===== src/pkg/sarr_pkg.sv =====
// Constants for the status and result readout register bank
package sarr_pkg;

  // Register offsets
  localparam logic [7:0] SARR_ADDR_IRQ_FUNC  = 8'h0a;
  localparam logic [7:0] SARR_ADDR_STATUS    = 8'h20;
  localparam logic [7:0] SARR_ADDR_RP_LOW    = 8'h21;
  localparam logic [7:0] SARR_ADDR_RP_HIGH   = 8'h22;
  localparam logic [7:0] SARR_ADDR_IND_LOW   = 8'h23;
  localparam logic [7:0] SARR_ADDR_IND_HIGH  = 8'h24;

  // Status field positions
  localparam int SARR_BIT_OSC_MISSING = 7;
  localparam int SARR_BIT_READY_N     = 6;
  localparam int SARR_BIT_RP_HIGH_N   = 5;
  localparam int SARR_BIT_RP_HYST     = 4;
  localparam int SARR_BIT_IND_HIGH_N  = 3;
  localparam int SARR_BIT_IND_HYST    = 2;
  localparam int SARR_BIT_POR         = 0;

  // Interrupt function codes that enable the latched flags, and the value that clears them
  localparam logic [5:0] SARR_IRQ_FUNC_RP  = 6'h01;
  localparam logic [5:0] SARR_IRQ_FUNC_IND = 6'h08;
  localparam logic [7:0] SARR_FLAG_CLEAR   = 8'h00;

  // Reset values
  localparam logic [15:0] SARR_RESULT_RST   = 16'h0000;
  localparam logic [7:0]  SARR_BYTE_RST     = 8'h00;
  localparam logic        SARR_HIGH_N_RST   = 1'b1;
  localparam logic        SARR_READY_N_RST  = 1'b1;
  localparam logic        SARR_HYST_RST     = 1'b0;

endpackage


===== src/logic/sarr_readout.sv =====
// Status flags and conversion result register bank
//
// Operation
// Status bit 7 set when sensor oscillation is not detected, else 0.
// Oscillation error may also rise when lowest frequency setting is too high.
// Status bit 6 low when new resistance+inductance result available, else high.
// Status bit 5 latches low once resistance exceeds upper limit, until cleared; latched here only while interrupt function field is 0x01.
// Writing 0x00 to register 0x0A clears latched high-threshold flags.
// Bit 5 reported only when interrupt function field equals 0x01.
// Bit 4 goes 0 above resistance upper limit, 1 below lower, holds between.
// Status bit 3 latches low once inductance exceeds upper limit, until cleared; latched here only while interrupt function field is 0x08.
// Bit 3 reported only when interrupt function field equals 0x08.
// Bit 2 goes 0 above inductance upper limit, 1 below lower limit.
// Bit 0 high during reset; configuration writes ignored while high.
// Host polls bit 0 and writes no configuration until it reads 0.
// Host reads resistance low byte first, before other result bytes.
// Resistance result: low byte at 0x21, high byte at 0x22.
// Inductance result: low byte at 0x23, high byte at 0x24.
// Inductance result follows the sensor frequency relation from the core.
// Reading resistance low byte snapshots all result bytes coherently.
`timescale 1ns/1ps
`default_nettype none

module sarr_readout
  import sarr_pkg::*;
#(
  parameter int RES_W = 16
)(
  input  wire logic              i_ref_clk,
  input  wire logic              i_arst_n,
  // Register access port
  input  wire logic              i_rd_en,
  input  wire logic              i_wr_en,
  input  wire logic [7:0]        i_addr,
  input  wire logic [7:0]        i_wdata,
  output logic      [7:0]        o_rdata,
  output logic                   o_rvalid,
  // Configuration write forwarded to the config bank
  output logic                   o_cfg_wr_en,
  output logic      [7:0]        o_cfg_addr,
  output logic      [7:0]        o_cfg_wdata,
  // Converter core
  input  wire logic              i_conv_valid,
  input  wire logic [RES_W-1:0]  i_rp_result,
  input  wire logic [RES_W-1:0]  i_ind_result,
  input  wire logic              i_osc_lost,
  input  wire logic [RES_W-1:0]  i_ind_count_ceiling,
  input  wire logic              i_por_busy,
  // Settings from the configuration bank, and the registered status byte
  input  wire logic [5:0]        i_irq_pin_function,
  input  wire logic [RES_W-1:0]  i_rp_upper_limit,
  input  wire logic [RES_W-1:0]  i_rp_lower_limit,
  input  wire logic [RES_W-1:0]  i_ind_upper_limit,
  input  wire logic [RES_W-1:0]  i_ind_lower_limit,
  output logic      [7:0]        o_device_status
);

  //////////////////////////////////////////////////////////////////////////////
  // Signals

  logic             osc_meta_r;
  logic             osc_sync_r;
  logic             freq_low_r;
  logic             osc_missing_r;
  logic             ready_n_r;
  logic             rp_high_n_r;
  logic             rp_hyst_r;
  logic             ind_high_n_r;
  logic             ind_hyst_r;
  logic             por_r;
  logic [RES_W-1:0] rp_live_r;
  logic [RES_W-1:0] ind_live_r;
  logic [RES_W-1:0] rp_snap_r;
  logic [RES_W-1:0] ind_snap_r;
  logic [7:0]       status_nxt;
  logic [7:0]       rdata_nxt;
  logic             rd_rp_low;
  logic             flag_clear;
  logic             rp_above;
  logic             rp_below;
  logic             ind_above;
  logic             ind_below;
  logic             rp_report;
  logic             ind_report;

  assign rd_rp_low  = i_rd_en && (i_addr == SARR_ADDR_RP_LOW);
  assign flag_clear = i_wr_en && !por_r && (i_addr == SARR_ADDR_IRQ_FUNC)
                      && (i_wdata == SARR_FLAG_CLEAR);  // see R5
  assign rp_above   = i_rp_result > i_rp_upper_limit;
  assign rp_below   = i_rp_result < i_rp_lower_limit;
  assign ind_above  = i_ind_result > i_ind_upper_limit;
  assign ind_below  = i_ind_result < i_ind_lower_limit;
  assign rp_report  = (i_irq_pin_function == SARR_IRQ_FUNC_RP);
  assign ind_report = (i_irq_pin_function == SARR_IRQ_FUNC_IND);

  //////////////////////////////////////////////////////////////////////////////
  // Oscillation error

  // Analog detector output is asynchronous to the clock
  always_ff @(posedge i_ref_clk or negedge i_arst_n)
  begin
    if (!i_arst_n)
    begin
      osc_meta_r <= 1'b0;
      osc_sync_r <= 1'b0;
    end
    else
    begin
      osc_meta_r <= i_osc_lost;
      osc_sync_r <= osc_meta_r;
    end
  end

  // Sensor slower than the lowest allowed frequency gives a count above the ceiling
  always_ff @(posedge i_ref_clk or negedge i_arst_n)
  begin
    if (!i_arst_n)
      freq_low_r <= 1'b0;
    else if (i_conv_valid)
      freq_low_r <= i_ind_result > i_ind_count_ceiling;
  end

  always_ff @(posedge i_ref_clk or negedge i_arst_n)
  begin
    if (!i_arst_n)
      osc_missing_r <= 1'b0;
    else
      osc_missing_r <= osc_sync_r || freq_low_r;  // see R1
  end

  //////////////////////////////////////////////////////////////////////////////
  // Data ready

  // A new result wins over the read that retires the previous one
  always_ff @(posedge i_ref_clk or negedge i_arst_n)
  begin
    if (!i_arst_n)
      ready_n_r <= SARR_READY_N_RST;
    else if (i_conv_valid)
      ready_n_r <= 1'b0;
    else if (rd_rp_low)
      ready_n_r <= 1'b1;
  end

  //////////////////////////////////////////////////////////////////////////////
  // Threshold comparators

  // Latched low flags: a crossing in the clear cycle stays latched
  always_ff @(posedge i_ref_clk or negedge i_arst_n)
  begin
    if (!i_arst_n)
      rp_high_n_r <= SARR_HIGH_N_RST;
    else if (i_conv_valid && rp_above && rp_report)
      rp_high_n_r <= 1'b0;  // see R4
    else if (flag_clear)
      rp_high_n_r <= 1'b1;
  end

  always_ff @(posedge i_ref_clk or negedge i_arst_n)
  begin
    if (!i_arst_n)
      ind_high_n_r <= SARR_HIGH_N_RST;
    else if (i_conv_valid && ind_above && ind_report)
      ind_high_n_r <= 1'b0;  // see R8
    else if (flag_clear)
      ind_high_n_r <= 1'b1;
  end

  always_ff @(posedge i_ref_clk or negedge i_arst_n)
  begin
    if (!i_arst_n)
      rp_hyst_r <= SARR_HYST_RST;
    else if (i_conv_valid && rp_above)
      rp_hyst_r <= 1'b0;
    else if (i_conv_valid && rp_below)
      rp_hyst_r <= 1'b1;
  end

  always_ff @(posedge i_ref_clk or negedge i_arst_n)
  begin
    if (!i_arst_n)
      ind_hyst_r <= SARR_HYST_RST;
    else if (i_conv_valid && ind_above)
      ind_hyst_r <= 1'b0;
    else if (i_conv_valid && ind_below)
      ind_hyst_r <= 1'b1;
  end

  //////////////////////////////////////////////////////////////////////////////
  // Power-on reset and configuration gate

  always_ff @(posedge i_ref_clk or negedge i_arst_n)
  begin
    if (!i_arst_n)
      por_r <= 1'b0;
    else
      por_r <= i_por_busy;
  end

  always_ff @(posedge i_ref_clk or negedge i_arst_n)
  begin
    if (!i_arst_n)
    begin
      o_cfg_wr_en <= 1'b0;
      o_cfg_addr  <= SARR_BYTE_RST;
      o_cfg_wdata <= SARR_BYTE_RST;
    end
    else
    begin
      o_cfg_wr_en <= i_wr_en && !por_r;  // see R11
      o_cfg_addr  <= i_addr;
      o_cfg_wdata <= i_wdata;
    end
  end

  //////////////////////////////////////////////////////////////////////////////
  // Results and snapshot

  always_ff @(posedge i_ref_clk or negedge i_arst_n)
  begin
    if (!i_arst_n)
    begin
      rp_live_r  <= SARR_RESULT_RST;
      ind_live_r <= SARR_RESULT_RST;
    end
    else if (i_conv_valid)
    begin
      rp_live_r  <= i_rp_result;
      ind_live_r <= i_ind_result;
    end
  end

  // Later byte reads come from the copy taken at the low byte read
  always_ff @(posedge i_ref_clk or negedge i_arst_n)
  begin
    if (!i_arst_n)
    begin
      rp_snap_r  <= SARR_RESULT_RST;
      ind_snap_r <= SARR_RESULT_RST;
    end
    else if (rd_rp_low)
    begin
      rp_snap_r  <= rp_live_r;   // see R17
      ind_snap_r <= ind_live_r;
    end
  end

  //////////////////////////////////////////////////////////////////////////////
  // Status and read data

  always_comb
  begin
    status_nxt                       = SARR_BYTE_RST;
    status_nxt[SARR_BIT_OSC_MISSING] = osc_missing_r;
    status_nxt[SARR_BIT_READY_N]     = ready_n_r;
    status_nxt[SARR_BIT_RP_HIGH_N]   = rp_high_n_r || !rp_report;
    status_nxt[SARR_BIT_RP_HYST]     = rp_hyst_r;
    status_nxt[SARR_BIT_IND_HIGH_N]  = ind_high_n_r || !ind_report;
    status_nxt[SARR_BIT_IND_HYST]    = ind_hyst_r;
    status_nxt[SARR_BIT_POR]         = por_r;
  end

  always_comb
  begin
    case (i_addr)
      SARR_ADDR_STATUS:   rdata_nxt = status_nxt;
      SARR_ADDR_RP_LOW:   rdata_nxt = rp_live_r[7:0];
      SARR_ADDR_RP_HIGH:  rdata_nxt = rp_snap_r[15:8];
      SARR_ADDR_IND_LOW:  rdata_nxt = ind_snap_r[7:0];
      SARR_ADDR_IND_HIGH: rdata_nxt = ind_snap_r[15:8];
      default:            rdata_nxt = SARR_BYTE_RST;
    endcase
  end

  always_ff @(posedge i_ref_clk or negedge i_arst_n)
  begin
    if (!i_arst_n)
    begin
      o_rdata  <= SARR_BYTE_RST;
      o_rvalid <= 1'b0;
    end
    else
    begin
      o_rdata  <= i_rd_en ? rdata_nxt : SARR_BYTE_RST;
      o_rvalid <= i_rd_en;
    end
  end

  always_ff @(posedge i_ref_clk or negedge i_arst_n)
  begin
    if (!i_arst_n)
      o_device_status <= SARR_BYTE_RST;
    else
      o_device_status <= status_nxt;
  end

endmodule

`default_nettype wire


===== config.mk =====
export PLATFORM = sky130hd
export DESIGN_NAME = sarr_readout
export DESIGN_NICKNAME = d
export VERILOG_FILES = /design/src/pkg/sarr_pkg.sv /design/src/logic/sarr_readout.sv
export SDC_FILE = /design/constraint.sdc
export NUM_CORES = 1
export LEC_CHECK = 0
export BUFFER_PORTS_ARGS = -buffer_cell sky130_fd_sc_hd__buf_2
export CAP_MARGIN = 25
export CORE_MARGIN = 4
export CORE_UTILIZATION = 55
export DETAILED_ROUTE_END_ITERATION = 12
export PLACE_DENSITY = 0.92
export SLEW_MARGIN = 0
export SYNTH_ARGS = -nofsm -noshare
export SYNTH_HDL_FRONTEND = slang
export SYNTH_SLANG_ARGS = --single-unit

===== constraint.sdc =====
create_clock -name i_ref_clk -period 2.9 [get_ports i_ref_clk]
set_clock_uncertainty 0.15 [all_clocks]
set_input_delay 0.29 -clock i_ref_clk [delete_from_list [all_inputs] [get_ports i_ref_clk]]
set_output_delay 0.29 -clock i_ref_clk [all_outputs]
set_load 0.005 [all_outputs]

; ---- After elaboration in Yosys (flattened, before gate mapping)
; Cells that the tools add are included.
[word_totals]
out_inout_bits = 34
ff_bits = 107
wordCells = 66
input_bits = 141
[op_classes]
magnitude_cmp = 5
n_eq_ne = 8
n_reduce_logical = 22
mux = 11
[ops]
columns = op, count
row1 = > comparator 16 bit, 3
row2 = "equality test 8 x 6 -> 1 bit, second input constant", 5
row3 = one-hot mux 8 bit (5 select lines), 1
row4 = less-than comparator 16 bit, 2
row5 = logical AND 1 bit, 10
row6 = nonzero test 2 bit, 5
row7 = two-way mux 1 bit, 9
row8 = "equality test 8 x 4 -> 1 bit, second input constant", 1
row9 = zero test 8 bit, 1
row10 = two-way mux 8 bit, 1
row11 = "equality test 6 x 1 -> 1 bit, second input constant", 1
row12 = "equality test 6 x 4 -> 1 bit, second input constant", 1
row13 = zero test 1 bit, 3
row14 = logical OR 1 bit, 3

; ---- Longest topological paths before layout
; Gate-level depths: netlist (run 1).
[depth]
word_depth = 6
mapped_depth = 7

; ---- Worst setup path before layout (run 1)
; No wires, ideal clock.
[synth_path]
kind = input to register
startpoint = input i_addr[4]
endpoint = register ind_snap_r[10]
n_path_buf = 1
cell_stages = 5
slack_ns = 0.826
setup_time_ns = 0.125
arrival_time_ns = 1.799
path_cell_list = or3_4 nor4b_4 nand3_4 buf_6 mux2_4
[synth_via]
elab_chain_cells = 2
[synth_lines]
columns = element, line
row1 = from (decl), sarr_readout.sv:34  ; input wire logic [7:0] i_addr,
row2 = equality test 8 x 6 -> 1 bit, sarr_readout.sv:86  ; assign rd_rp_low = i_rd_en && (i_addr == SARR_ADDR_RP_LOW);
row3 = logical AND 1 bit, sarr_readout.sv:86
row4 = to (signal assigned), sarr_readout.sv:244  ; ind_snap_r <= ind_live_r;
row5 = to (decl), sarr_readout.sv:74  ; logic [RES_W-1:0] ind_snap_r;
; Every way passes these cells.
; A chain may end at the register's enable or synchronous reset.

; ---- Worst setup path after layout (run 1)
[layout_path]
startpoint = input i_addr[4]
endpoint = register ind_snap_r[13]
; Same word-level chain as after synthesis.

==> results.md, run 1 <==
* Status: completed
* Final setup margin at 0.3413 ns
* Grt ovf at 0
* Die height at approximately 110 um
* Most common cell in the netlist: dfrtp_1
* DR vias at 4,712
* Top area cells in the synthesized netlist: dfrtp_1, ha_1, mux2_2
* Crit-path max FO at 25
* Worst-margin pin slew at 0.7239 ns
* Worst path depth at 7
* Fin cells at 852
* Setup crit end: ind_snap_r[13]$_DFFE_PN0P_
* Final GP Congestion at about 0.94
* FF+latch count, synth at ~100
* Fmax at a little under 400 MHz
* Leakage power at between 3 and 4 nW
* Residual DRC at 0
* Setup_tns at 0 ns
* Final setup fails at 0
* PortBufs at roughly 170
* Primary FF master, synth: dfrtp_1
* Core Area at 0.009910 mm^2
* Cell Area, Synth at approximately 0.0057 mm^2
* Layout area overhead at 25.25%
* Max Cap Viol at 0
* CP Class: primary input to register
* H-tree Lvls at 3
* Die Wd at 109.8 um
* Setup bufs post-CTS at 0
* Unique masters post-synth at 52
* Worst-path clk slew at ~0.08 ns
* Commonest cells in the netlist: dfrtp_1, inv_1, ha_1
* Pins Over Slew Limit at 0
* Peak VDD IR at 0.2605 mV
* Initial antenna violation count at 0
* Post-DR vias/cell at 5.531
* Family with the most delay on the worst path: simple AND/OR/NAND/NOR gates
* Worst EP required at 3.01 ns
* Largest net degree at the start of global routing at 58
* RR Startpoint: ready_n_r$_DFFE_PN1P_
* Flop2flop setup slack at 1.46 ns
* Syn nets at 740
* Root Buffer Master: clkbuf_8
* Drt initial violations at approximately 280
* Register area share after synthesis at 43.57%
* Number of global-route vias before repair at 4,835
* Startpoint Class: primary input
* Synthesized area per cell at 10.93 um^2
* Final Hold Viols at 0
* Post-detail-place hpwl at 12,070 um
* Starting Density at 57.46%
* DRT Wirelength at 15,010 um
* Total CTS buffers at 9
* Dpl cells at 819
* Clock Latency Late Sink at 0.37 ns
* GRT Util Overall at 25.31%
* Largest area contributor in the netlist: dfrtp_1
* Ports at 175
* Relative slew slack at 51.74%
* Async set or reset register ratio after synthesis at 100.0%
* Worst reg2reg path endpoint: o_rdata[6]$_DFF_PN0_
* Critical-path top delay cell: dlygate4sd3_1
* WP buf/inv at 3
* CTS Sinks at 99
* CTS max path bufs at 2
* Share of the synthesized area in the top cell type at 42.19%
* DP Area at 0.006703 mm^2
* CP arrival at approximately 2.7 ns
* Die area at 0.01205 mm^2
* Rows at 36
* RSZ-0062 raised after global routing: no
* DR WL/cell at 17.61 um
* Setup crit end kind: register
* Final ANT Viol Nets at 0
* Setup crit start: i_addr[4]
* Worst hold path type: primary input to register
* Syn Inst Count at 521
* CTS tree: yes
* Drt pass-1 iters at 5
* EDFF count, synth at 0
* Worst path cell trace: dlygate4sd3_1, buf_2, or3_4, nor4b_4, buf_4, nand3_4, mux2_4
* First-pass GRT wire length at 23,420 um
* Diode count at 0
* Fin crit share at around nine tenths
* Power per cell area at 445.2 mW/mm^2
* Final Critical Period at between 2 and 3 ns
* Pre-CTS setup slack at 0.5379 ns
* Reg2Reg Depth at 4
* Fraction of final layout cells with drive strength greater than 1 at 35.47%
* Final net count at ~930
* Design area at 0.007132 mm^2
* Synthesis Warnings at 0
* Worst path max stage delay at around 0.54 ns
[how the worst min path moves through the flow]
stage	from	end	slack, ns	cells past startpoint
3_5_place_dp	osc_meta_r$_DFF_PN0_	osc_sync_r$_DFF_PN0_	0.19	0
2_1_floorplan	i_arst_n	freq_low_r$_DFFE_PN0P_	-0.16	0
6_report	i_addr[1]	o_cfg_addr[1]$_DFF_PN0_	0.02	1
4_1_cts	i_addr[1]	o_cfg_addr[1]$_DFF_PN0_	0.004	1
5_1_grt	i_addr[1]	o_cfg_addr[1]$_DFF_PN0_	0.01	1
3_3_place_gp	osc_meta_r$_DFF_PN0_	osc_sync_r$_DFF_PN0_	0.19	0
[final cells by class]
type | instances | area [um^2]
Timing Repair Buffer | 194 | 1084
Multi-Input combinational cell | 324 | 2825
Tap cell | 133 | 166.4
Sequential cell | 99 | 2481
Inverter | 87 | 326.6
Clock inverter | 4 | 97.59
Clock buffer | 11 | 151.4
Fill cell | 691 | 2778
[layer usage]
| layer | wire length (um) | track usage (%) | vias up | part of all wire [%] |
|---|---|---|---|---|
| met5 | 0 | 0 | - | 0 |
| met4 | 335 | 8.370 | 0 | 2.2 |
| met3 | 892 | 5.461 | 38 | 5.9 |
| met2 | 7641 | 43.50 | 173 | 51 |
| met1 | 6137 | 31.70 | 2279 | 41 |
| li1 | - | - | 2222 | - |
[sequential cells by signal, summed over array words and instances, names as in the netlist]
signal           cells
freq_low_r           1
o_rdata              8
ready_n_r            1
o_device_status      7
ind_high_n_r         1
rp_high_n_r          1
ind_snap_r          16
o_rvalid             1
o_cfg_wdata          8
o_cfg_addr           8
o_cfg_wr_en          1
osc_sync_r           1
ind_hyst_r           1
por_r                1
osc_meta_r           1
rp_hyst_r            1
osc_missing_r        1
ind_live_r          16
rp_live_r           16
rp_snap_r            8
[layout by cell type (no fill, tap or decap), types with 2 or more instances in the layout]
cell type / instances
o21ai_0: 17
o211ai_1: 5
nor3_1: 4
nor2_1: 10
bufinv_16: 3
nand3_1: 7
a211oi_1: 4
o31ai_1: 2
mux2_2: 35
nor4b_1: 2
or4_1: 2
nor4_1: 4
mux2_4: 19
o31a_1: 2
nor2b_1: 6
inv_1: 87
dlygate4sd3_1: 18
o22ai_1: 2
or2_2: 3
a22oi_1: 7
nand2_1: 25
o21bai_1: 2
nand3b_1: 2
dfrtp_1: 96
buf_4: 3
nand4_1: 15
ha_1: 78
a221oi_1: 3
dfstp_2: 3
buf_2: 172
a21o_1: 5
mux2i_1: 5
clkbuf_8: 11
a21oi_1: 38
a221o_1: 2
a2111oi_0: 2
[report_power, final]
| part | internal, mW | total [mW] | switching, mW | leakage (nW) |
|---|---|---|---|---|
| Combinational | 0.287 | 0.580 | 0.293 | 2.51 |
| Sequential | 1.47 | 1.53 | 0.0585 | 1.22 |
| Clock | 0.615 | 1.07 | 0.450 | 0.122 |
[repair_timing]
action | in CTS | in global routing
hold endpoints to repair | 72 | 0
hold buffers | 18 | 0
gates resized for setup | 0 | 0
[cells by family after synthesis]
family          share of synthesized area, %
flops                                  43.57
compound gates                         10.79
buf+inv                                6.812
simple gates                           8.811
fa+ha+maj                              17.14
mux                                    12.81
other cells                          0.06586
[through the flow]
step,util [%],power (mW),hold WS (ns)
6_report,71.97,3.175,0.02121
2_1_floorplan,-,1.832,-0.1556
3_3_place_gp,67.64,2.069,0.1851
3_5_place_dp,67.64,2.114,0.1905
5_1_grt,71.97,3.332,0.01053
4_1_cts,71.97,3.196,0.004480
No activity file was read; power rests on OpenSTA's default activity.
==> run 2: changes to the inputs <==
--- a/config.mk
+++ b/config.mk
@@ -7,7 +7,6 @@
 export LEC_CHECK = 0
 export BUFFER_PORTS_ARGS = -buffer_cell sky130_fd_sc_hd__buf_2
 export CAP_MARGIN = 25
-export CORE_MARGIN = 4
 export CORE_UTILIZATION = 55
 export DETAILED_ROUTE_END_ITERATION = 12
 export PLACE_DENSITY = 0.92
==> constraint.sdc (replaced) <==
create_clock -name i_ref_clk -period 3.1 [get_ports i_ref_clk]
set_clock_uncertainty 0.15 [all_clocks]
set_input_delay 0.31 -clock i_ref_clk [delete_from_list [all_inputs] [get_ports i_ref_clk]]
set_output_delay 0.31 -clock i_ref_clk [all_outputs]
set_load 0.005 [all_outputs]
==> results.md, run 2 (synthesis results as in run 1) <==
* Status: completed
* Final ANT Viol Nets at 0
* Peak VDD IR at 0.2967 mV
* Diode count at 0
* Hold path cells at 1
* H-tree Lvls at 3
* Total CTS buffers at 9
* Fraction of final layout cells with drive strength greater than 1 at 35.64%
* RSZ-0062 raised after global routing: no
* Die Wd at roughly 100 um
* Largest net degree at the start of global routing at 92
* Hold Startpoint: i_addr[1]
* Power per cell area at 411.9 mW/mm^2
* DR WL/cell at 17.68 um
* CTS Sinks at 99
* Final Critical Period at between 2 and 3 ns
* DRT Wirelength at 15,100 um
* Post-DR vias/cell at 5.683
* Final setup margin at about 0.53 ns
* Hold EP: o_cfg_addr[1]$_DFF_PN0_
* Design area at 0.007134 mm^2
* Worst hold path type: primary input to register
* Largest registers: ind_live_r (16), ind_snap_r (16), rp_live_r (16)
* Worst-path clk slew at ~0.09 ns
* Worst-margin pin slew at 0.5910 ns
* Residual DRC at 0
* GRT Util Overall at 28.43%
* Starting Density at 57.46%
* Clock Latency Late Sink at 0.37 ns
* Pre-CTS setup slack at between 0.7 and 0.8 ns
* Rows at 36
* CTS max path bufs at 2
* Number of global-route vias before repair at 5,197
* PortBufs at 173
* Ports at 175
* Final net count at approximately 940
* Core Area at 0.009910 mm^2
* Final setup fails at 0
* Commonest cells after routing, fill and taps aside: buf_2, dfrtp_1, inv_1
* Setup_tns at 0 ns
* DP Area at 0.006690 mm^2
* Final GP Congestion at 0.8751
* Fmax at 389.8 MHz
* First-pass GRT wire length at 24,190 um
* Flop2flop setup slack at 1.67 ns
* Die area at 0.01076 mm^2
* Commonest non-fill, non-tap cell in the layout: buf_2
* CP Class: primary input to register
* Power, Total at 2.939 mW
* Leakage power at 3.847 nW
* Post-detail-place hpwl at 11,660 um
* Relative slew slack at 60.38%
* Root Buffer Master: clkbuf_8
* Crit-path max FO at 25
* Startpoint Class: primary input
* Drt pass-1 iters at 6
* Max Cap Viol at 0
* Setup crit end kind: register
* Pins Over Slew Limit at 0
* Reg2Reg Depth at 5
* RR Startpoint: por_r$_DFF_PN0_
* Drt initial violations at 275
* CTS tree: yes
* CP arrival at around 2.7 ns
* Final Hold Viols at 0
* Worst EP required at 3.20 ns
* Grt ovf at 0
* DR vias at 4,853
* Initial antenna violation count at 0
* Layout area overhead at 25.29%
* Worst reg2reg path endpoint: rp_high_n_r$_DFFE_PN1P_
* Setup bufs post-CTS at 0
* Fin crit share at between 80% and 90%
* Die height at 103.8 um
-- run 2: area by class of cell --
type / count / area, um^2
Multi-Input combinational cell: 324 / 2825
Fill cell: 656 / 2775
Sequential cell: 99 / 2481
Timing Repair Buffer: 195 / 1099
Inverter: 87 / 326.6
Tap cell: 133 / 166.4
Clock buffer: 11 / 151.4
Clock inverter: 5 / 85.08
-- run 2: where the power goes --
part	switching, mW	internal, mW	leakage, nW	total (mW)
Clock	0.449	0.501	0.116	0.950
Sequential	0.0562	1.38	1.22	1.43
Combinational	0.283	0.273	2.51	0.556
-- run 2: worst max path at each step --
stage	slack, ns	to	from
after global routing	0.48	rp_snap_r[9]$_DFFE_PN0P_	i_addr[4]
after floorplan	1.01	ind_snap_r[10]$_DFFE_PN0P_	i_addr[4]
final	0.53	rp_snap_r[13]$_DFFE_PN0P_	i_addr[4]
after global placement	0.77	ind_snap_r[7]$_DFFE_PN0P_	i_addr[4]
after detailed placement	0.75	ind_snap_r[12]$_DFFE_PN0P_	i_addr[4]
after CTS	0.57	rp_snap_r[13]$_DFFE_PN0P_	i_addr[4]
-- run 2: worst max-delay path, cell delays in order --
cell and delay, ns:
dlygate4sd3_1 0.54, buf_2 0.13, or3_4 0.41, nor4b_4 0.21, buf_4 0.21, nand3_4 0.40
mux2_4 0.44
-- run 2: routing by layer --
metal	track usage (%)	up-vias	wire, um	part of all wire (%)
met1	32.85	2296	5877	39
met2	50.10	250	7601	50
met4	13.88	0	678	4.5
met5	0	-	0	0
met3	6.042	81	939	6.2
li1	-	2226	-	-
-- run 2: repair_timing --
action / in CTS / in global routing
hold buffers: 17 / 1
setup endpoints to repair: 0 / 0
resized for setup: 0 / 0
endpoints found under the hold margin: 17 / 39
-- run 2: through the flow --
step / utilization [%] / hold slack [ns] / std cells
floorplan: - / -0.1356 / 521
global placement: 67.51 / 0.1840 / 819
detailed placement: 67.51 / 0.1934 / 819
CTS: 71.62 / 0.02223 / 852
global route: 71.99 / 0.03813 / 854
finish: 71.99 / 0.02973 / 854
